File: config.mk
export PLATFORM = sky130hd
export DESIGN_NAME = multi_io_read_continuous_wrap
export DESIGN_NICKNAME = d
export VERILOG_FILES = /design/src/multi_io_read_pkg.sv /design/src/link_sync.sv /design/src/byte_fifo.sv /design/src/multi_io_read_continuous_wrap.sv
export VERILOG_INCLUDE_DIRS = /design/src
export SDC_FILE = /design/constraint.sdc
export NUM_CORES = 1
export LEC_CHECK = 0
export ABC_AREA = 1
export BUFFER_PORTS_ARGS = -buffer_cell sky130_fd_sc_hd__buf_2
export CORE_MARGIN = 1.5
export CORE_UTILIZATION = 42
export DETAILED_ROUTE_END_ITERATION = 8
export GPL_ROUTABILITY_DRIVEN = 0
export PLACE_DENSITY = 0.66
export SETUP_SLACK_MARGIN = 0.2
export SLEW_MARGIN = 5
export SYNTH_ARGS = -nofsm -noshare
export SYNTH_HDL_FRONTEND = slang
export SYNTH_HIERARCHICAL = 1
export SYNTH_SLANG_ARGS = --single-unit
export TNS_END_PERCENT = 1
File: constraint.sdc
create_clock -name i_core_clk -period 3.85 [get_ports i_core_clk]
set_clock_uncertainty 0.15 [all_clocks]
set_input_delay 0.385 -clock i_core_clk [delete_from_list [all_inputs] [get_ports i_core_clk]]
set_output_delay 0.385 -clock i_core_clk [all_outputs]
set_load 0.005 [all_outputs]
File: src/multi_io_read_cfg.svh
/*
  Constants for the multi-line read block: command codes, phase lengths
  in serial clocks, field positions and reset values.
  Assumes it is included by bare name wherever these values are needed.
*/
`ifndef MULTI_IO_READ_CFG_SVH
`define MULTI_IO_READ_CFG_SVH

// Command codes
`define CMD_DUAL_IO_READ     8'hBB
`define CMD_QUAD_IO_READ     8'hEB
`define CMD_WORD_QUAD_READ   8'hE7
`define CMD_OCTAL_QUAD_READ  8'hE3
`define CMD_SET_BURST_WRAP   8'h77

// Phase lengths in serial clocks
`define CODE_CLOCKS          4'h8
`define ADDR_CLOCKS_DUAL     4'hC
`define ADDR_CLOCKS_QUAD     4'h6
`define MODE_CLOCKS_DUAL     4'h4
`define MODE_CLOCKS_QUAD     4'h2
`define DUMMY_CLOCKS_QUAD    4'h4
`define DUMMY_CLOCKS_WORD    4'h2
`define DUMMY_CLOCKS_OCTAL   4'h0

// Last output beat of a byte (beats per byte less one)
`define BEATS_DUAL           2'h3
`define BEATS_QUAD           2'h1

// Field positions
`define SKIP_CODE_HI         5
`define SKIP_CODE_LO         4
`define SKIP_CODE_KEY        2'h2
`define WRAP_BITS_HI         6
`define WRAP_BITS_LO         4

// Reset values
`define WRAP_BITS_RESET      3'h1
`define FIFO_DEPTH_DEFAULT   8

`endif

File: src/multi_io_read_pkg.sv
/*
  Types shared by the multi-line read block.
  Assumes nothing of its surroundings.
*/
package multi_io_read_pkg;

  typedef enum logic [5:0] {
    PH_CODE   = 6'h01,
    PH_ADDR   = 6'h02,
    PH_MODE   = 6'h04,
    PH_DUMMY  = 6'h08,
    PH_DATA   = 6'h10,
    PH_IGNORE = 6'h20
  } phase_type;

endpackage

File: src/link_sync.sv
/*
  Two-stage synchroniser for a group of asynchronous levels.
  Assumes each bit is sampled independently; the caller tolerates
  one cycle of skew between bits.
*/
`timescale 1ns/1ps
module link_sync #(
  parameter int               WIDTH     = 1,
  parameter logic [WIDTH-1:0] RESET_VAL = '0
) (
  // Clock and reset
  input  wire logic             i_core_clk,
  input  wire logic             i_rst,
  // Levels
  input  wire logic [WIDTH-1:0] i_async,
  output logic      [WIDTH-1:0] o_sync
);

  logic [WIDTH-1:0] meta;

  always_ff @(posedge i_core_clk or posedge i_rst) begin
    if (i_rst) begin
      meta   <= RESET_VAL;
      o_sync <= RESET_VAL;
    end else begin
      meta   <= i_async;
      o_sync <= meta;
    end
  end

endmodule

File: src/byte_fifo.sv
/*
  Flip-flop FIFO with valid/ready on both sides and a flush.
  Assumes a single clock; flush wins over a push in the same cycle.
*/
`timescale 1ns/1ps
module byte_fifo #(
  parameter int WIDTH = 8,
  parameter int DEPTH = 8
) (
  // Clock and reset
  input  wire logic             i_core_clk,
  input  wire logic             i_rst,
  input  wire logic             i_flush,
  // Fill side
  input  wire logic             i_in_valid,
  output logic                  o_in_ready,
  input  wire logic [WIDTH-1:0] i_in_data,
  // Drain side
  output logic                  o_out_valid,
  input  wire logic             i_out_ready,
  output logic      [WIDTH-1:0] o_out_data
);

  localparam int PW = (DEPTH > 1) ? $clog2(DEPTH) : 1;
  localparam int CW = $clog2(DEPTH + 1);

  logic [WIDTH-1:0] store [DEPTH];
  logic [PW-1:0]    wr_idx;
  logic [PW-1:0]    rd_idx;
  logic [CW-1:0]    count;

  wire do_push = i_in_valid & o_in_ready;
  wire do_pop  = i_out_ready & o_out_valid;

  assign o_in_ready  = (count != CW'(DEPTH));
  assign o_out_valid = (count != '0);
  assign o_out_data  = store[rd_idx];

  function automatic logic [PW-1:0] bump(input logic [PW-1:0] idx);
    bump = (idx == PW'(DEPTH - 1)) ? '0 : idx + PW'(1);
  endfunction

  always_ff @(posedge i_core_clk or posedge i_rst) begin
    if (i_rst) begin
      wr_idx <= '0;
      rd_idx <= '0;
      count  <= '0;
    end else if (i_flush) begin
      wr_idx <= '0;
      rd_idx <= '0;
      count  <= '0;
    end else begin
      if (do_push) begin
        wr_idx <= bump(wr_idx);
      end
      if (do_pop) begin
        rd_idx <= bump(rd_idx);
      end
      count <= count + CW'(do_push) - CW'(do_pop);
    end
  end

  always_ff @(posedge i_core_clk) begin
    if (do_push && !i_flush) begin
      store[wr_idx] <= i_in_data;
    end
  end

endmodule

File: src/multi_io_read_continuous_wrap.sv
/*
  Device side of the multi-line flash reads: dual, quad, word quad and
  octal word quad I/O, with continuous read (code-less re-entry) and the
  burst-wrap setting. Bytes come from a memory port with a fixed latency
  of one core cycle and pass through a small FIFO to the serial lines.
  Assumes the serial clock is at most an eighth of the core clock and
  that the host drives SPI mode 0 (sample on rise, shift on fall).
*/

// Operation
// - Mode byte bits 5-4 decide; others ignored
// - Dual mode 10 skips code next frame
// - Other mode values restore normal code decoding
// - All-ones mode byte clears continuous state
// - Quad read uses four lines, four dummies
// - Quad read refused without quad enable
// - Quad mode 10 skips code next frame
// - Wrap setting governs every quad read
// - Wrap returns to aligned section start
// - Three wrap bits: disable and length
// - Word read: even address, two dummies
// - Word read refused without quad enable
// - Word mode 10 skips code next frame
// - Wrap setting governs every word read
// - Octal read: 16-aligned address, no dummies
// - Octal read refused without quad enable
// - Dual address two bits per clock
// - Wrap disabled after reset
`timescale 1ns/1ps
`include "multi_io_read_cfg.svh"
module multi_io_read_continuous_wrap #(
  parameter int FIFO_DEPTH = `FIFO_DEPTH_DEFAULT
) (
  // Clock and reset
  input  wire logic        i_core_clk,
  input  wire logic        i_rst,
  // Serial link
  input  wire logic        i_cs_n,
  input  wire logic        i_sclk,
  input  wire logic [3:0]  i_io,
  output logic      [3:0]  o_io,
  output logic      [3:0]  o_io_oe,
  // Configuration and status
  input  wire logic        i_quad_lines_enable,
  output logic             o_continuous,
  output logic      [2:0]  o_wrap_bits,
  // Memory read port
  output logic             o_mem_rd,
  output logic      [23:0] o_mem_addr,
  input  wire logic [7:0]  i_mem_rdata
);

  // Synchronised link pins
  logic [5:0] sync_q;
  logic       sclk_d;

  link_sync #(
    .WIDTH     (6),
    .RESET_VAL (6'h20)
  ) u_sync (
    .i_core_clk (i_core_clk),
    .i_rst      (i_rst),
    .i_async    ({i_cs_n, i_sclk, i_io}),
    .o_sync     (sync_q)
  );

  wire       s_cs_n = sync_q[5];
  wire       s_sclk = sync_q[4];
  wire [3:0] s_io   = sync_q[3:0];

  wire sclk_rise = s_sclk & ~sclk_d & ~s_cs_n;
  wire sclk_fall = ~s_sclk & sclk_d & ~s_cs_n;

  always_ff @(posedge i_core_clk or posedge i_rst) begin
    if (i_rst) begin
      sclk_d <= 1'b0;
    end else begin
      sclk_d <= s_sclk;
    end
  end

  // Frame state
  multi_io_read_pkg::phase_type phase;
  multi_io_read_pkg::phase_type next_phase;
  logic [7:0]  cmd;
  logic [3:0]  cnt;
  logic [31:0] sh;
  logic        continuous;
  logic [2:0]  wrap_bits;

  wire in_code  = (phase == multi_io_read_pkg::PH_CODE);
  wire in_addr  = (phase == multi_io_read_pkg::PH_ADDR);
  wire in_mode  = (phase == multi_io_read_pkg::PH_MODE);
  wire in_dummy = (phase == multi_io_read_pkg::PH_DUMMY);
  wire in_data  = (phase == multi_io_read_pkg::PH_DATA);

  // Command decode of the stored code
  wire cmd_dual  = (cmd == `CMD_DUAL_IO_READ);
  wire cmd_quad  = (cmd == `CMD_QUAD_IO_READ);
  wire cmd_word  = (cmd == `CMD_WORD_QUAD_READ);
  wire cmd_octal = (cmd == `CMD_OCTAL_QUAD_READ);
  wire cmd_wrap  = (cmd == `CMD_SET_BURST_WRAP);

  // Code sent on IO0 alone, address on two or four lines
  wire [31:0] sh_next =
    in_code  ? {sh[30:0], s_io[0]} :
    cmd_dual ? {sh[29:0], s_io[1:0]} :
               {sh[27:0], s_io};

  wire [7:0] code_byte = sh_next[7:0];
  wire code_is_dual  = (code_byte == `CMD_DUAL_IO_READ);
  wire code_is_quad  = (code_byte == `CMD_QUAD_IO_READ) |
                       (code_byte == `CMD_WORD_QUAD_READ) |
                       (code_byte == `CMD_OCTAL_QUAD_READ);
  wire code_is_wrap  = (code_byte == `CMD_SET_BURST_WRAP);
  // Quad forms refused when quad lines are not enabled
  wire code_accept   = code_is_dual | code_is_wrap |
                       (code_is_quad & i_quad_lines_enable);

  // Phase lengths for the stored command
  wire [3:0] addr_len  = cmd_dual ? `ADDR_CLOCKS_DUAL : `ADDR_CLOCKS_QUAD;
  wire [3:0] mode_len  = cmd_dual ? `MODE_CLOCKS_DUAL : `MODE_CLOCKS_QUAD;
  wire [3:0] dummy_len =
    cmd_quad ? `DUMMY_CLOCKS_QUAD :
    cmd_word ? `DUMMY_CLOCKS_WORD :
               `DUMMY_CLOCKS_OCTAL;

  wire [3:0] phase_len =
    in_code  ? `CODE_CLOCKS :
    in_addr  ? addr_len :
    in_mode  ? mode_len :
    in_dummy ? dummy_len : 4'h0;

  wire last_clk  = (cnt == phase_len - 4'h1);
  wire step_done = sclk_rise & last_clk;
  wire code_done = step_done & in_code;
  wire addr_done = step_done & in_addr;
  wire mode_done = step_done & in_mode;

  // Host may send unaligned low bits; they are forced to zero
  wire [23:0] addr_raw = sh_next[23:0];
  wire [23:0] addr_aligned =
    cmd_word  ? {addr_raw[23:1], 1'h0} :
    cmd_octal ? {addr_raw[23:4], 4'h0} :
                addr_raw;

  always_comb begin
    next_phase = phase;
    if (s_cs_n) begin
      // Stored skip-code state picks where the next frame starts
      next_phase = continuous ? multi_io_read_pkg::PH_ADDR
                              : multi_io_read_pkg::PH_CODE;
    end else if (step_done) begin
      case (phase)
        multi_io_read_pkg::PH_CODE: begin
          next_phase = code_accept ? multi_io_read_pkg::PH_ADDR
                                   : multi_io_read_pkg::PH_IGNORE;
        end
        multi_io_read_pkg::PH_ADDR: begin
          next_phase = multi_io_read_pkg::PH_MODE;
        end
        multi_io_read_pkg::PH_MODE: begin
          if (cmd_wrap) begin
            next_phase = multi_io_read_pkg::PH_IGNORE;
          end else if (dummy_len == 4'h0) begin
            next_phase = multi_io_read_pkg::PH_DATA;
          end else begin
            next_phase = multi_io_read_pkg::PH_DUMMY;
          end
        end
        multi_io_read_pkg::PH_DUMMY: begin
          next_phase = multi_io_read_pkg::PH_DATA;
        end
        default: begin
          next_phase = phase;
        end
      endcase
    end
  end

  always_ff @(posedge i_core_clk or posedge i_rst) begin
    if (i_rst) begin
      phase <= multi_io_read_pkg::PH_CODE;
      cnt   <= 4'h0;
      sh    <= 32'h0;
    end else begin
      phase <= next_phase;
      if (s_cs_n || step_done) begin
        cnt <= 4'h0;
      end else if (sclk_rise) begin
        cnt <= cnt + 4'h1;
      end
      if (sclk_rise) begin
        sh <= sh_next;
      end
    end
  end

  // Command, skip-code state and wrap setting
  always_ff @(posedge i_core_clk or posedge i_rst) begin
    if (i_rst) begin
      cmd        <= 8'h00;
      continuous <= 1'b0;
      wrap_bits  <= `WRAP_BITS_RESET;
    end else begin
      if (code_done && code_accept) begin
        cmd <= code_byte;
      end
      if (mode_done && cmd_wrap) begin
        wrap_bits <= sh_next[`WRAP_BITS_HI:`WRAP_BITS_LO];
      end else if (mode_done) begin
        // Only bits 5-4 matter; FFh or FFFFh lands here as 11
        continuous <= (sh_next[`SKIP_CODE_HI:`SKIP_CODE_LO]
                       == `SKIP_CODE_KEY);
      end
    end
  end

  // Wrap applies to quad and word reads only, while bit 4 is zero
  wire       wrap_active = ~wrap_bits[0] & (cmd_quad | cmd_word);
  wire [1:0] wrap_len_sel = wrap_bits[2:1];

  function automatic logic [23:0] step_addr(
    input logic [23:0] a,
    input logic        wrap_en,
    input logic [1:0]  len_sel
  );
    logic [7:0] span;
    logic [7:0] mask;
    logic [7:0] low_inc;
    span    = 8'h08 << len_sel;
    mask    = span - 8'h01;
    low_inc = a[7:0] + 8'h01;
    if (wrap_en) begin
      step_addr = {a[23:8], (a[7:0] & ~mask) | (low_inc & mask)};
    end else begin
      step_addr = a + 24'h000001;
    end
  endfunction

  // Prefetch into the FIFO, one read in flight at a time
  logic fetch_active;
  logic ret_pend;
  logic fifo_in_ready;
  logic fifo_out_valid;
  logic [7:0] fifo_out_data;

  wire fetch_issue = fetch_active & fifo_in_ready & ~o_mem_rd & ~ret_pend
                     & ~s_cs_n;
  wire fetch_push  = ret_pend & fetch_active;

  always_ff @(posedge i_core_clk or posedge i_rst) begin
    if (i_rst) begin
      fetch_active <= 1'b0;
      o_mem_rd     <= 1'b0;
      ret_pend     <= 1'b0;
      o_mem_addr   <= 24'h0;
    end else if (s_cs_n) begin
      fetch_active <= 1'b0;
      o_mem_rd     <= 1'b0;
      ret_pend     <= 1'b0;
    end else begin
      o_mem_rd <= fetch_issue;
      ret_pend <= o_mem_rd;
      if (addr_done && !cmd_wrap) begin
        fetch_active <= 1'b1;
        o_mem_addr   <= addr_aligned;
      end else if (ret_pend) begin
        o_mem_addr <= step_addr(o_mem_addr, wrap_active, wrap_len_sel);
      end
    end
  end

  // Serial output; bytes are popped on the first beat of each
  logic [7:0] out_sh;
  logic [1:0] beat;

  wire       fifo_pop  = sclk_fall & in_data & (beat == 2'h0);
  wire [7:0] head_byte = fifo_out_valid ? fifo_out_data : 8'hFF;
  wire [7:0] cur_byte  = (beat == 2'h0) ? head_byte : out_sh;
  wire [1:0] last_beat = cmd_dual ? `BEATS_DUAL : `BEATS_QUAD;

  byte_fifo #(
    .WIDTH (8),
    .DEPTH (FIFO_DEPTH)
  ) u_fifo (
    .i_core_clk  (i_core_clk),
    .i_rst       (i_rst),
    .i_flush     (s_cs_n),
    .i_in_valid  (fetch_push),
    .o_in_ready  (fifo_in_ready),
    .i_in_data   (i_mem_rdata),
    .o_out_valid (fifo_out_valid),
    .i_out_ready (fifo_pop),
    .o_out_data  (fifo_out_data)
  );

  // Lines are driven only from the first data falling edge on
  always_ff @(posedge i_core_clk or posedge i_rst) begin
    if (i_rst) begin
      o_io    <= 4'h0;
      o_io_oe <= 4'h0;
      out_sh  <= 8'h00;
      beat    <= 2'h0;
    end else if (s_cs_n) begin
      o_io    <= 4'h0;
      o_io_oe <= 4'h0;
      beat    <= 2'h0;
    end else if (sclk_fall && in_data) begin
      o_io_oe <= cmd_dual ? 4'h3 : 4'hF;
      o_io    <= cmd_dual ? {2'h0, cur_byte[7:6]} : cur_byte[7:4];
      out_sh  <= cmd_dual ? {cur_byte[5:0], 2'h0} : {cur_byte[3:0], 4'h0};
      beat    <= (beat == last_beat) ? 2'h0 : beat + 2'h1;
    end
  end

  // Status
  always_ff @(posedge i_core_clk or posedge i_rst) begin
    if (i_rst) begin
      o_continuous <= 1'b0;
      o_wrap_bits  <= `WRAP_BITS_RESET;
    end else begin
      o_continuous <= continuous;
      o_wrap_bits  <= wrap_bits;
    end
  end

endmodule

=== After elaboration in Yosys (flattened, before gate mapping) ===
Memories as Yosys holds them, arrays and structs flattened.
Cells that the tools add are included.

* Register bits: 117
* RAM bits: 64
* Input port bits: 17
* Output and inout bits: 37
* Word-level logic and storage cells: 166
* Memories kept: 1

* Add/sub/neg operators: 10
* Eq/ne operators: 22
* Shift-type cells: 1
* Multiplexer cells: 50
* Bitwise logic cells: 35
* Reduce and logical (&&, ||, !) cells: 24

{| class="wikitable"
|+ Memories
! name !! words !! width !! rd ports !! clocked after memory_dff !! wr ports !! RTL line !! source
|-
| u_fifo.store || 8 || 8 || 1 || 0 || 1 || byte_fifo.sv:27 || <nowiki>logic [WIDTH-1:0] store [DEPTH];</nowiki>
|}

{| class="wikitable"
|+ Operator list
! cell !! number
|-
| 2-to-1 mux 24 bit || 5
|-
| == test 8 bit, second input constant || 8
|-
| 2-to-1 mux 4 bit || 14
|-
| 2-to-1 mux 3 bit || 10
|-
| adder 24 x 1 -> 24 bit, second input constant || 1
|-
| 2-to-1 mux 6 bit || 4
|-
| 2-to-1 mux 8 bit || 3
|-
| case mux 6 bit (4 select lines) || 1
|-
| bitwise AND 1 bit || 19
|-
| bitwise AND 8 bit || 2
|-
| == test 8 x 7 -> 1 bit, second input constant || 2
|-
| nonzero test 2 bit || 7
|-
| 2-to-1 mux 2 bit || 6
|-
| adder 8 x 1 -> 8 bit, second input constant || 1
|-
| inverter 8 bit || 1
|-
| bitwise OR 8 bit || 1
|-
| AND reduction 2 bit || 4
|-
| << shifter 4 x 2 -> 8 bit, first input constant || 1
|-
| subtractor 8 x 1 -> 8 bit, second input constant || 1
|-
| inverter 1 bit || 7
|-
| adder 3 x 1 -> 3 bit, second input constant || 2
|-
| == test 3 bit, second input constant || 2
|-
| == test 6 x 1 -> 1 bit, second input constant || 1
|-
| == test 6 x 2 -> 1 bit, second input constant || 1
|-
| 24 further kinds || 38
|}

=== Depth between registers and ports, before layout ===
Gate-level depths: netlist (run 1).

* Depth after elaboration: 14
* Gate-level depth with buffers: 21
* Gate-level depth less buffers: 20

=== Modules after synthesis ===
Netlist (run 1), hierarchy kept.

{| class="wikitable"
|+ Modules (own cells, without submodules)
! module !! times used !! cells each !! area an instance (um^2)
|-
| multi_io_read_continuous_wrap || 1 || 814 || 5614.1
|-
| byte_fifo || 1 || 362 || 3502.1
|-
| link_sync || 1 || 13 || 306.5
|}

=== Worst setup path after synthesis (run 1) ===
Ideal clock, no wire load.

* Kind: register -> register
* From: register phase[0]
* To: register o_mem_addr[8]
* Arrival: 2.529 ns
* Data required time: 3.584 ns
* Path slack: 1.054 ns
* Stages on the path, launching flop included: 19
* Cells stage by stage: dfstp_2 -> nor2_1 -> nand3_1 -> inv_1 -> nand2_1 -> nand2_1 -> a31oi_1 -> ha_1 -> xnor2_1 -> nor3_1 -> inv_1 -> a21oi_4 -> nand4_4 -> o21ai_2 -> nand2_2 -> buf_6 -> buf_6 -> nand2_1 -> nand2_1

* Cells in the longest elaborated chain, start to end: 12
* Elaborated cells on any way between the ends: 18
* Those cells by class: add/sub: 1; eq/ne: 6; mux: 6; bitwise: 2; reduce/logical: 3

{| class="wikitable"
|+ Ends and longest elaborated chain
! item !! RTL line !! source
|-
| from (decl) || multi_io_read_continuous_wrap.sv:83 || <nowiki>multi_io_read_pkg::phase_type phase;</nowiki>
|-
| from (signal assigned) || multi_io_read_continuous_wrap.sv:183 || <nowiki>phase <= multi_io_read_pkg::PH_CODE;</nowiki>
|-
| from (signal assigned) || multi_io_read_continuous_wrap.sv:187 || <nowiki>phase <= next_phase;</nowiki>
|-
| == test 6 x 4 -> 1 bit || multi_io_read_continuous_wrap.sv:94 || <nowiki>wire in_dummy = (phase == multi_io_read_pkg::PH_DUMMY);</nowiki>
|-
| 2-to-1 mux 3 bit || multi_io_read_continuous_wrap.sv:132 || <nowiki>in_dummy ? dummy_len : 4'h0;</nowiki>
|-
| 2-to-1 mux 3 bit || multi_io_read_continuous_wrap.sv:131 || <nowiki>in_mode ? mode_len :</nowiki>
|-
| 2-to-1 mux 4 bit || multi_io_read_continuous_wrap.sv:130 || <nowiki>in_addr ? addr_len :</nowiki>
|-
| 2-to-1 mux 4 bit || multi_io_read_continuous_wrap.sv:129 || <nowiki>in_code ? `CODE_CLOCKS :</nowiki>
|-
| subtractor 4 x 1 -> 4 bit || multi_io_read_continuous_wrap.sv:134 || <nowiki>wire last_clk = (cnt == phase_len - 4'h1);</nowiki>
|-
| == test 4 bit || multi_io_read_continuous_wrap.sv:134 ||
|-
| bitwise AND 1 bit || multi_io_read_continuous_wrap.sv:135 || <nowiki>wire step_done = sclk_rise & last_clk;</nowiki>
|-
| bitwise AND 1 bit || multi_io_read_continuous_wrap.sv:137 || <nowiki>wire addr_done = step_done & in_addr;</nowiki>
|-
| logical AND 1 bit || multi_io_read_continuous_wrap.sv:265 || <nowiki>if (addr_done && !cmd_wrap) begin</nowiki>
|-
| != test 2 x 1 -> 1 bit (no source line) / nonzero test 2 bit (equally long branches) || -- ||
|-
| AND reduction 3 bit (no source line) || -- ||
|-
| to (signal assigned) || multi_io_read_continuous_wrap.sv:267 || <nowiki>o_mem_addr <= addr_aligned;</nowiki>
|-
| to (signal assigned) || multi_io_read_continuous_wrap.sv:269 || <nowiki>o_mem_addr <= step_addr(o_mem_addr, wrap_active, wrap_len_sel);</nowiki>
|-
| to (decl) || multi_io_read_continuous_wrap.sv:49 || <nowiki>output logic [23:0] o_mem_addr,</nowiki>
|}

Several ways; a longest one is shown, not always the timed one.
A chain may end at the register's enable or synchronous reset.

=== Worst setup path after layout (run 1) ===
* From: register phase[0]
* To: register o_mem_addr[10]

The elaborated chain is that of the path after synthesis.

==> results of run 1 <==
==> critical path, delay by kind of cell, from the launching register on <==
kind            cells  cell delay (ps)
flops               1              560
buf+inv             3              470
compound gates      3              430
fa+ha+maj           1              260
xor+xnor            1              120
simple gates        9             1240
==> cell usage in the layout, fill, tap and decap left out, types with 8 or more instances in the layout <==
cell / instances
a21oi_1: 26
nor2_1: 59
nand3_1: 97
buf_4: 13
o21ai_0: 75
buf_2: 53
nand2_1: 417
nand4_1: 16
ha_1: 15
nand2_2: 9
nor3_1: 16
edfxtp_1: 64
nor2_2: 8
dfrtp_1: 108
inv_1: 166
clkbuf_16: 17
o211ai_1: 10
==> repair_timing <==
action / in CTS / in global routing
endpoints found under the setup margin: 0 / 17
hold buffers: 7 / 0
resized for setup: 0 / 2
endpoints found under the hold margin: 54 / 0
setup buffers: 0 / 0
==> state kept, by name, indices dropped and copies added, names as in the netlist, named ones only <==
signal / cells
beat: 2
cmd: 8
cnt: 4
continuous: 1
fetch_active: 1
o_continuous: 1
o_io: 4
o_io_oe: 2
o_mem_addr: 19
o_mem_rd: 1
o_wrap_bits: 3
out_sh: 6
phase: 6
ret_pend: 1
sclk_d: 1
sh: 23
u_fifo/count: 4
u_fifo/rd_idx: 3
u_fifo/store: 64
u_fifo/wr_idx: 3
u_sync/meta: 6
u_sync/o_sync: 6
wrap_bits: 3
==> per-layer routing <==
| metal | wire (um) | part of all wire |
|---|---|---|
| met1 | 10300 | 0.49 |
| met2 | 9870 | 0.47 |
| met3 | 750 | 0.035 |
| met4 | 245 | 0.012 |
| met5 | 0 | 0 |
==> power groups by stage <==
stage / clock, mW / combinational (mW) / sequential [mW]
2_1_floorplan: 0 / 0.393 / 2.14
5_1_grt: 1.77 / 0.606 / 2.14
3_3_place_gp: 0 / 0.513 / 2.16
3_5_place_dp: 0 / 0.517 / 2.16
4_1_cts: 1.69 / 0.526 / 2.13
6_report: 1.66 / 0.531 / 2.13
==> kinds of logic after synthesis <==
family	count (synthesis)	synth area share
and+or+nand+nor	636	0.284
buffers and inverters	218	0.0995
xor gates and xnor gates	13	0.0121
adders and majority gates	16	0.0220
AOI/OAI and AO/OA	129	0.0774
DFF	177	0.505
==> worst paths after layout <==
path | cells after the start | slack, ps | startpoint | endpoint
max | 17 | 490 | phase[0] | o_mem_addr[10]
min | 1 | 90 | i_mem_rdata[4] | u_fifo/store[1][4]
max reg2reg | 17 | 490 | phase[0] | o_mem_addr[10]
min reg2reg | 0 | 200 | u_sync/meta[2] | u_sync/o_sync[2]
max in group asynchronous | 4 | 2380 | i_rst | out_sh[2]
min in group asynchronous | 3 | 350 | i_rst | phase[5]
==> metrics by stage <==
stage / std cells / hold WS (ps)
2_1_floorplan: 1189 / 75.2
3_3_place_gp: 1492 / 182
3_5_place_dp: 1492 / 185
4_1_cts: 1531 / 73.5
5_1_grt: 1531 / 80.4
6_report: 1531 / 89.4
==> cell type report <==
type / count / area [um^2]
tap: 280 / 350
timing repair buffer: 73 / 433
multi-input combinational: 794 / 3730
clock buffer: 17 / 425
clock inverter: 15 / 133
fill: 2140 / 11400
inverter: 175 / 666
sequential: 177 / 4760
==> results.md, run 1 <==
* Status: finished, final reports clean
* Cell-by-cell trace of the critical path: nor2_1, nand3_1, inv_1, nand2_1, nand2_1, a31oi_1, ha_1, xnor2_1, nor3_1, inv_1, a21oi_4, nand4_4, o21ai_2, nand2_2, clkinv_2, nand2_1, nand2_1
* Post-placement cell area at 9860 um^2
* Cell Area, Synth at roughly 9400 um^2
* Clock Power Share at 0.384
* Mean Syn Cell Area at ~7.9 um^2
* Sequential power share at 0.493
* M2 GR Usage at 0.303
* Fmax at roughly 300 MHz
* Layout cells sized above 1 at 0.108
* Int Pwr at roughly 3.1 mW
* Initial antenna violation count at 0
* Initial Util at 0.430
* Max stage delay on crit path at ~560 ps
* Register area share after synthesis at 0.505
* Most frequent cell after synthesis: nand2_1
* Peak supply drop at approximately 230 uV
* Worst Tran Pin Value at approximately 900 ps
* Total Neg Setup Slack at 0 ps
* I/O pin count at 54
* Final hold vios at 0
* WP data required at 4060 ps
* Chip height at ~150 um
* Number of global-route vias before repair at between 7000 and 8000
* First DRT Iteration DRCs at 509
* Port Buffers at 53
* Logic pwr share at 0.123
* Via count at about 7700
* Synthesized instance count at 1189
* Die area at 23300 um^2
* CP arrival at 3570 ps
* Cell mode on critical path: nand2_1
* Synth Net Count at ~1200
* Standard-cell rows at 54
* Seq cells post-synth at approximately 180
* Sw power at 1.21 mW
* Area grow syn2layout at 11.4%
* Clock Sink Count at approximately 180
* Pre-Repair DR Iteration Count at 7
* CTS tree: built
* Gr ovfl total at 0
* Gr busiest metal: met2
* Unrepaired setup endpoints after global routing: yes
* Met3 Use GR at 0.0338
* Floorplan core area at approximately 22000 um^2
* Sw Ratio at 0.280
* Yosys warning count at 6
* Final WL at roughly 21 mm
* Clk Latency, worst-skew pair at 430 ps
* Nets at 1271
* Crit. End Element: register
* Slew Limit Fails at 0
* Synth async-reset ratio at 0.638
* DRC Markers at 0
* Crit Path Category: register to register
* Chip width at between 150 and 200 um
* Final Util at 0.479
* Hold Path Class: primary input to register
* Tot Pwr at 4.32 mW
* Final worst setup slack at about 490 ps
* Fin crit period at around 3400 ps
* Crit-path slowest cell: dfstp_2
* Largest area contributor in the netlist: dfrtp_1
* Post-synth EDFFs at 64
* HPWL after DPL at between 10 and 15 mm
* Final instance area at 10500 um^2
* Leakage power at 5.15 nW
* Yosys top cell area share at 0.287
* Worst-path clk slew at ~70 ps
* H-tree depth at 4
* Synth cell count leaders: nand2_1 (417), inv_1 (167), dfrtp_1 (108)
* Avg WL per Cell at 13.8 um
* Pin count of the biggest net entering global routing at 39
* Vias/cell at approximately 5.0
* Root Driver: clkbuf_16
* ANT cells at 0
* Slew margin rel. at 0.392
* Max_cap viols at 0
* Pwr Density at ~400 nW/um^2
* DP Worst Slack at roughly 470 ps
* Final setup viols at 0
* CTS Buffer Depth at 2
* Post-route ant nets at 0
* First-pass GRT wire length at between 30 and 40 mm
* Startpoint types: register
* Aggregate global-route resource usage at 0.189
* CP Max Fanout at 20
* Tcrit/Tclk final at 0.872
* Yosys cell types at 44
* Synth area leaders: dfrtp_1 (29%), edfxtp_1 (20%), nand2_1 (17%)
* Met1 global-route usage at 0.264
* CTS Buf Count at 17
* Primary FF master, synth: dfrtp_1
No activity file was read; power rests on OpenSTA's default activity.
==> inputs of run 2 (changes only) <==
--- a/config.mk
+++ b/config.mk
@@ -7,12 +7,12 @@
 export NUM_CORES = 1
 export LEC_CHECK = 0
 export ABC_AREA = 1
-export BUFFER_PORTS_ARGS = -buffer_cell sky130_fd_sc_hd__buf_2
 export CORE_MARGIN = 1.5
 export CORE_UTILIZATION = 42
 export DETAILED_ROUTE_END_ITERATION = 8
+export DONT_BUFFER_PORTS = 1
 export GPL_ROUTABILITY_DRIVEN = 0
-export PLACE_DENSITY = 0.66
+export PLACE_DENSITY = 0.63
 export SETUP_SLACK_MARGIN = 0.2
 export SLEW_MARGIN = 5
 export SYNTH_ARGS = -nofsm -noshare
==> constraint.sdc (replaced) <==
create_clock -name i_core_clk -period 3.8 [get_ports i_core_clk]
set_clock_uncertainty 0.15 [all_clocks]
set_input_delay 0.38 -clock i_core_clk [delete_from_list [all_inputs] [get_ports i_core_clk]]
set_output_delay 0.38 -clock i_core_clk [all_outputs]
set_load 0.005 [all_outputs]
==> run 2 against run 1 <==
  * Sequential share of layout area is 0.86 points higher
  * Die area stayed put
  * Clock power hardly changed
  * Wire length is 0.96% lower
  * Register-to-register slack worse by 30 ps
  * Combinational power is 0.8% lower
  * Via count is 3.2% lower
  * Final cell count is 2.9% lower
  * Worst hold slack better by 110 ps
  * First-iteration DRC count is 11% lower
==> results.md, run 2 (synthesis results as in run 1) <==
* Most frequent cells in the layout: nand2_1 (417), inv_1 (166), dfrtp_1 (108)
* Nets at 1226 (-3.5%)
* Gr ovfl total at 0 (unchanged)
* First DRT Iteration DRCs at 451 (-11%)
* Fmax at 300 MHz (+0.66%)
* Max stage delay on crit path at 560 ps (about the same)
* Cell mode on critical path: nand2_1
* CP arrival at 3550 ps (-20 ps)
* Crit. End Element: register
* Worst path buffer plus inverter count at 3 (unchanged)
* Biggest register: u_fifo/store
* WP data required at 4020 ps (-40 ps)
* FF-to-FF setup slack at 470 ps (-30 ps)
* Unrepaired setup endpoints after global routing: yes
* Peak supply drop at 258 uV (+13%)
* Chip height at 153 um (unchanged)
* CTS Buf Count at 17 (unchanged)
* Tcrit/Tclk final at 0.877 (+0.00566)
* Clk Latency, worst-skew pair at 430 ps (about the same)
* Largest delay contributor family on the critical path: simple AND/OR/NAND/NOR gates
* Post-route ant nets at 0 (unchanged)
* Crit Path Category: register to register
* Via count at 7415 (-3.2%)
* Die area at 23300 um^2 (unchanged)
* Initial Util at 0.430 (unchanged)
* Worst-path clk slew at 70 ps (about the same)
* CTS Buffer Depth at 2 (unchanged)
* Initial antenna violation count at 0 (unchanged)
* R2R depth at 17 (unchanged)
* First-pass GRT wire length at 35.2 mm (-1.0%)
* Vias/cell at 4.99 (-0.39%)
* Standard-cell rows at 54 (unchanged)
* Cell-by-cell trace of the critical path: nor2_1, nand3_1, inv_1, nand2_1, nand2_1, a31oi_1, ha_1, xnor2_1, nor3_1, inv_1, a21oi_4, nand4_4, o21ai_2, nand2_2, inv_4, nand2_1, nand2_1
* Hold path cells at 0 (-1)
* Final WL at 21.0 mm (-0.96%)
* Max_cap viols at 0 (unchanged)
* HPWL after DPL at 14.5 mm (-2.5%)
* Aggregate global-route resource usage at 0.187 (-0.00193)
* Worst Tran Pin Value at 887 ps (-22.6 ps)
* Total Neg Setup Slack at 0 ps (unchanged)
* Port Buffers at 0 (-100%)
* Startpoint types: register
* Root Driver: clkbuf_16
* R2r endpoint: o_mem_addr[18]
* Pin count of the biggest net entering global routing at 70 (+79%)
* Area grow syn2layout at 9.31%
* H-tree depth at 4 (unchanged)
* Final Util at 0.471 (-0.00892)
* Number of global-route vias before repair at 6961 (-2.9%)
* Floorplan core area at 21900 um^2 (unchanged)
* Pre-Repair DR Iteration Count at 5 (-2)
* CP Max Fanout at 20 (unchanged)
* Slew margin rel. at 0.407 (+0.0151)
* Post-Layout Cell Count at 1487 (-2.9%)
* Avg WL per Cell at 14.1 um (+2.0%)
* Crit-path slowest cell: dfstp_2
* Slew Limit Fails at 0 (unchanged)
* Post-CTS Setup Bufs at 0 (unchanged)
* Hold slack at 199 ps (+110 ps)
* Launch point of the worst reg-to-reg path: phase[0]
* CTS tree: built
* Worst hold start: u_sync/meta[3]
* Final hold vios at 0 (unchanged)
* Clock Sink Count at 177 (unchanged)
* I/O pin count at 54 (unchanged)
* Layout cells sized above 1 at 0.0697 (-0.0383)
* Status: finished, final reports clean
* Largest register FFs at 64 (unchanged)
* Largest regs: u_fifo/store (64), sh (23), o_mem_addr (19)
* DRC Markers at 0 (unchanged)
* Placed Instances at 1439 (-3.6%)
* Fin crit period at 3330 ps (-22.1 ps)
* Tot Pwr at 4.32 mW (about the same)
* Hold Path End: u_sync/o_sync[3]
* Chip width at 153 um (unchanged)
* Commonest non-fill, non-tap cell in the layout: nand2_1
* Final setup viols at 0 (unchanged)
* Leakage power at 4.91 nW (-4.7%)
* Pwr Density at 420 nW/um^2 (+1.9%)
* Hold Path Class: register to register
[run 2: area by class of cell]
cell class              instances  area, um^2
clock buffers                  22         465
clock inverters                10        78.8
well taps                     280         350
repair buffers                 28         248
inverters                     175         667
multi-input cells             794        3730
flip-flops and latches        177        4760
fillers                      2108       11600
diodes                          1        2.50
[run 2: worst register-to-register path, cell delays in order (launching register included)]
cell and delay (ps):
dfstp_2 560, nor2_1 80, nand3_1 150, inv_1 90, nand2_1 130, nand2_1 60
a31oi_1 150, ha_1 260, xnor2_1 120, nor3_1 200, inv_1 110, a21oi_4 150
nand4_4 280, o21ai_2 150, nand2_2 250, inv_4 250, nand2_1 80, nand2_1 60
[run 2: worst max path at each step]
stage,from,endpoint,depth (start not counted)
5_1_grt,phase[5],o_mem_addr[18],17
2_1_floorplan,i_rst,async pin,1
3_5_place_dp,phase[0],o_mem_addr[19],17
6_report,phase[0],o_mem_addr[18],17
3_3_place_gp,phase[0],o_mem_addr[16],17
4_1_cts,phase[0],o_mem_addr[16],17
[run 2: timing repair]
action	in CTS	in global routing
hold buffers	15	0
endpoints found under the setup margin	0	19
gates resized for setup	0	3
hold endpoints to repair	158	0
[run 2: layer usage]
| metal | GRT usage | wire [um] |
|---|---|---|
| met1 | 0.261 | 10200 |
| met2 | 0.298 | 9700 |
| met3 | 0.0381 | 885 |
| met4 | 0.0458 | 165 |
| met5 | 0 | 0 |
[run 2: power breakdown]
group          internal [mW]  switching (mW)  total, mW
combinational          0.160           0.367      0.527
sequential              2.08          0.0739       2.16
clock                  0.884           0.757       1.64
total                   3.13            1.20       4.32
[run 2: metrics by stage]
stage | worst slack [ps] | cell area (um^2)
after global routing | 34.0 | 10300
final | 466 | 10300
after detailed placement | 400 | 9600
after CTS | 377 | 10300
after global placement | 453 | 9600
after floorplan | 911 | 9420
==> inputs of run 3 (changes only) <==
==> constraint.sdc (replaced) <==
create_clock -name i_core_clk -period 3.3 [get_ports i_core_clk]
set_clock_uncertainty 0.15 [all_clocks]
set_input_delay 0.33 -clock i_core_clk [delete_from_list [all_inputs] [get_ports i_core_clk]]
set_output_delay 0.33 -clock i_core_clk [all_outputs]
set_load 0.005 [all_outputs]
==> run 3 against run 2 <==
  * Setup slack got worse by 180 ps
  * Clock power increased by 19%
  * Largest cell class unchanged
  * Sequential share of layout area decreased by 1.4 points
  * Wire length increased by 4.4%
  * Worst hold slack got worse by 38 ps
  * Maximum frequency increased by 11%
  * Global-route usage increased by 0.39 points
  * Flip-flop and latch count unchanged
==> results.md, run 3 (synthesis results as in run 1) <==
* WP data required at 3480 ps (-540 ps)
* Worst hold start: i_quad_lines_enable
* CP startpoint: phase[4]
* I/O pin count at 54 (unchanged)
* Hold slack at 162 ps (-37.8 ps)
* Pin count of the biggest net entering global routing at 57 (-19%)
* Root Driver: clkbuf_16
* Die area at 23300 um^2 (unchanged)
* Crit Path Category: register to register
* Via count at 7600 (+2.5%)
* Max_cap viols at 0 (unchanged)
* Largest register FFs at 64 (unchanged)
* Floorplan core area at 21900 um^2 (unchanged)
* Largest regs: u_fifo/store (64), sh (23), o_mem_addr (19)
* Leakage power at 5.05 nW (+2.9%)
* Slew margin rel. at 0.203 (-0.203)
* Status: finished, final reports clean
* Crit. End Element: register
* Layout cells sized above 1 at 0.0990 (+0.0294)
* Tcrit/Tclk final at 0.912 (+0.0351)
* CTS Buf Count at 17 (unchanged)
* Worst-path clk slew at 70 ps (about the same)
* Initial antenna violation count at 0 (unchanged)
* Area grow syn2layout at 12.8%
* Final setup viols at 0 (unchanged)
* Post-Layout Cell Count at 1503 (+1.1%)
* Most frequent cells in the layout: nand2_1 (409), inv_1 (165), dfrtp_1 (107)
* Chip height at 153 um (unchanged)
* Aggregate global-route resource usage at 0.191 (+0.00391)
* Post-route ant nets at 0 (unchanged)
* H-tree depth at 4 (unchanged)
* Gr ovfl total at 0 (unchanged)
* Peak supply drop at 285 uV (+10%)
* Startpoint types: register
* Pre-Repair DR Iteration Count at 5 (unchanged)
* Worst Tran Pin Value at 1190 ps (+299 ps)
* Fmax at 332 MHz (+11%)
* Slew Limit Fails at 0 (unchanged)
* CTS Buffer Depth at 2 (unchanged)
* Placed Instances at 1446 (+0.49%)
* Initial Util at 0.430 (unchanged)
* Pwr Density at 479 nW/um^2 (+14%)
* First DRT Iteration DRCs at 505 (+12%)
* First-pass GRT wire length at 36.0 mm (+2.3%)
* Port Buffers at 0 (unchanged)
* Avg WL per Cell at 14.6 um (+3.3%)
* Number of global-route vias before repair at 7039 (+1.1%)
* CP arrival at 3190 ps (-360 ps)
* Unrepaired setup endpoints after global routing: yes
* Chip width at 153 um (unchanged)
* Launch point of the worst reg-to-reg path: phase[4]
* Clock Sink Count at 177 (unchanged)
* Standard-cell rows at 54 (unchanged)
* Vias/cell at 5.06 (+1.4%)
* Clk Latency, worst-skew pair at 440 ps (about the same)
* Biggest register: u_fifo/store
* Commonest non-fill, non-tap cell in the layout: nand2_1
* DRC Markers at 0 (unchanged)
* Nets at 1242 (+1.3%)
* CP Max Fanout at 8 (-60%)
* CTS tree: built
* HPWL after DPL at 15.0 mm (+3.0%)
* Total Neg Setup Slack at 0 ps (unchanged)
* Hold Path Class: primary input to register
* Fin crit period at 3010 ps (-323 ps)
* Final hold vios at 0 (unchanged)
* Final WL at 21.9 mm (+4.4%)
[run 3: final timing paths]
path	to	slack (ps)	cells past startpoint
worst max-delay path	o_mem_addr[14]	290	17
worst min-delay path	phase[1]	160	6
worst max register to register	o_mem_addr[14]	290	17
worst min register to register	u_sync/o_sync[4]	200	0
max in group asynchronous	phase[0]	1780	3
min in group asynchronous	u_fifo/count[2]	310	2
[run 3: routing by layer]
layer / share of wire / GRT usage / routed length [um]
met2: 0.47 / 0.300 / 10200
met3: 0.051 / 0.0412 / 1120
met5: 0 / 0 / 0
met1: 0.47 / 0.268 / 10300
met4: 0.012 / 0.0499 / 272
[run 3: repair_timing]
action,in CTS,in global routing
endpoints found under the setup margin,0,44
setup buffers,0,7
hold buffers,15,0
resized for setup,0,44
endpoints found under the hold margin,145,0
[run 3: layout make-up]
type | instances | area [um^2]
multi-input cells | 795 | 3890
well taps | 280 | 350
fillers | 2096 | 11300
clock buffers | 19 | 443
inverters | 175 | 672
diodes | 1 | 2.50
flip-flops and latches | 177 | 4760
clock inverters | 13 | 120
repair buffers | 43 | 393
[run 3: worst max-delay path, stage by stage (launching register included)]
cell,delay (ps)
dfrtp_1,420
nor2_4,230
nand2_2,100
nor2_4,140
nand2_2,60
nand2_2,100
nand3_4,90
ha_4,230
xnor2_2,130
nor3_2,210
inv_1,90
a21oi_4,150
nand4_4,240
o21ai_4,150
nand2_4,110
clkbuf_16,190
nand2_1,60
nand2_1,60
[run 3: per-stage QoR]
step / util / worst slack, ps / power (mW) / instance area, um^2
2_1_floorplan: - / 461 / 2.96 / 9420
3_3_place_gp: 0.441 / 334 / 3.12 / 9650
3_5_place_dp: 0.441 / 249 / 3.12 / 9650
4_1_cts: 0.473 / 232 / 5.09 / 10400
5_1_grt: 0.485 / 148 / 5.33 / 10600
6_report: 0.486 / 289 / 5.09 / 10600
[run 3: where the power goes]
part | leakage, nW | internal, mW | switching, mW | total [mW]
logic | 2.71 | 0.204 | 0.448 | 0.652
clock network | 0.274 | 1.02 | 0.937 | 1.95
registers | 2.07 | 2.40 | 0.0906 | 2.49
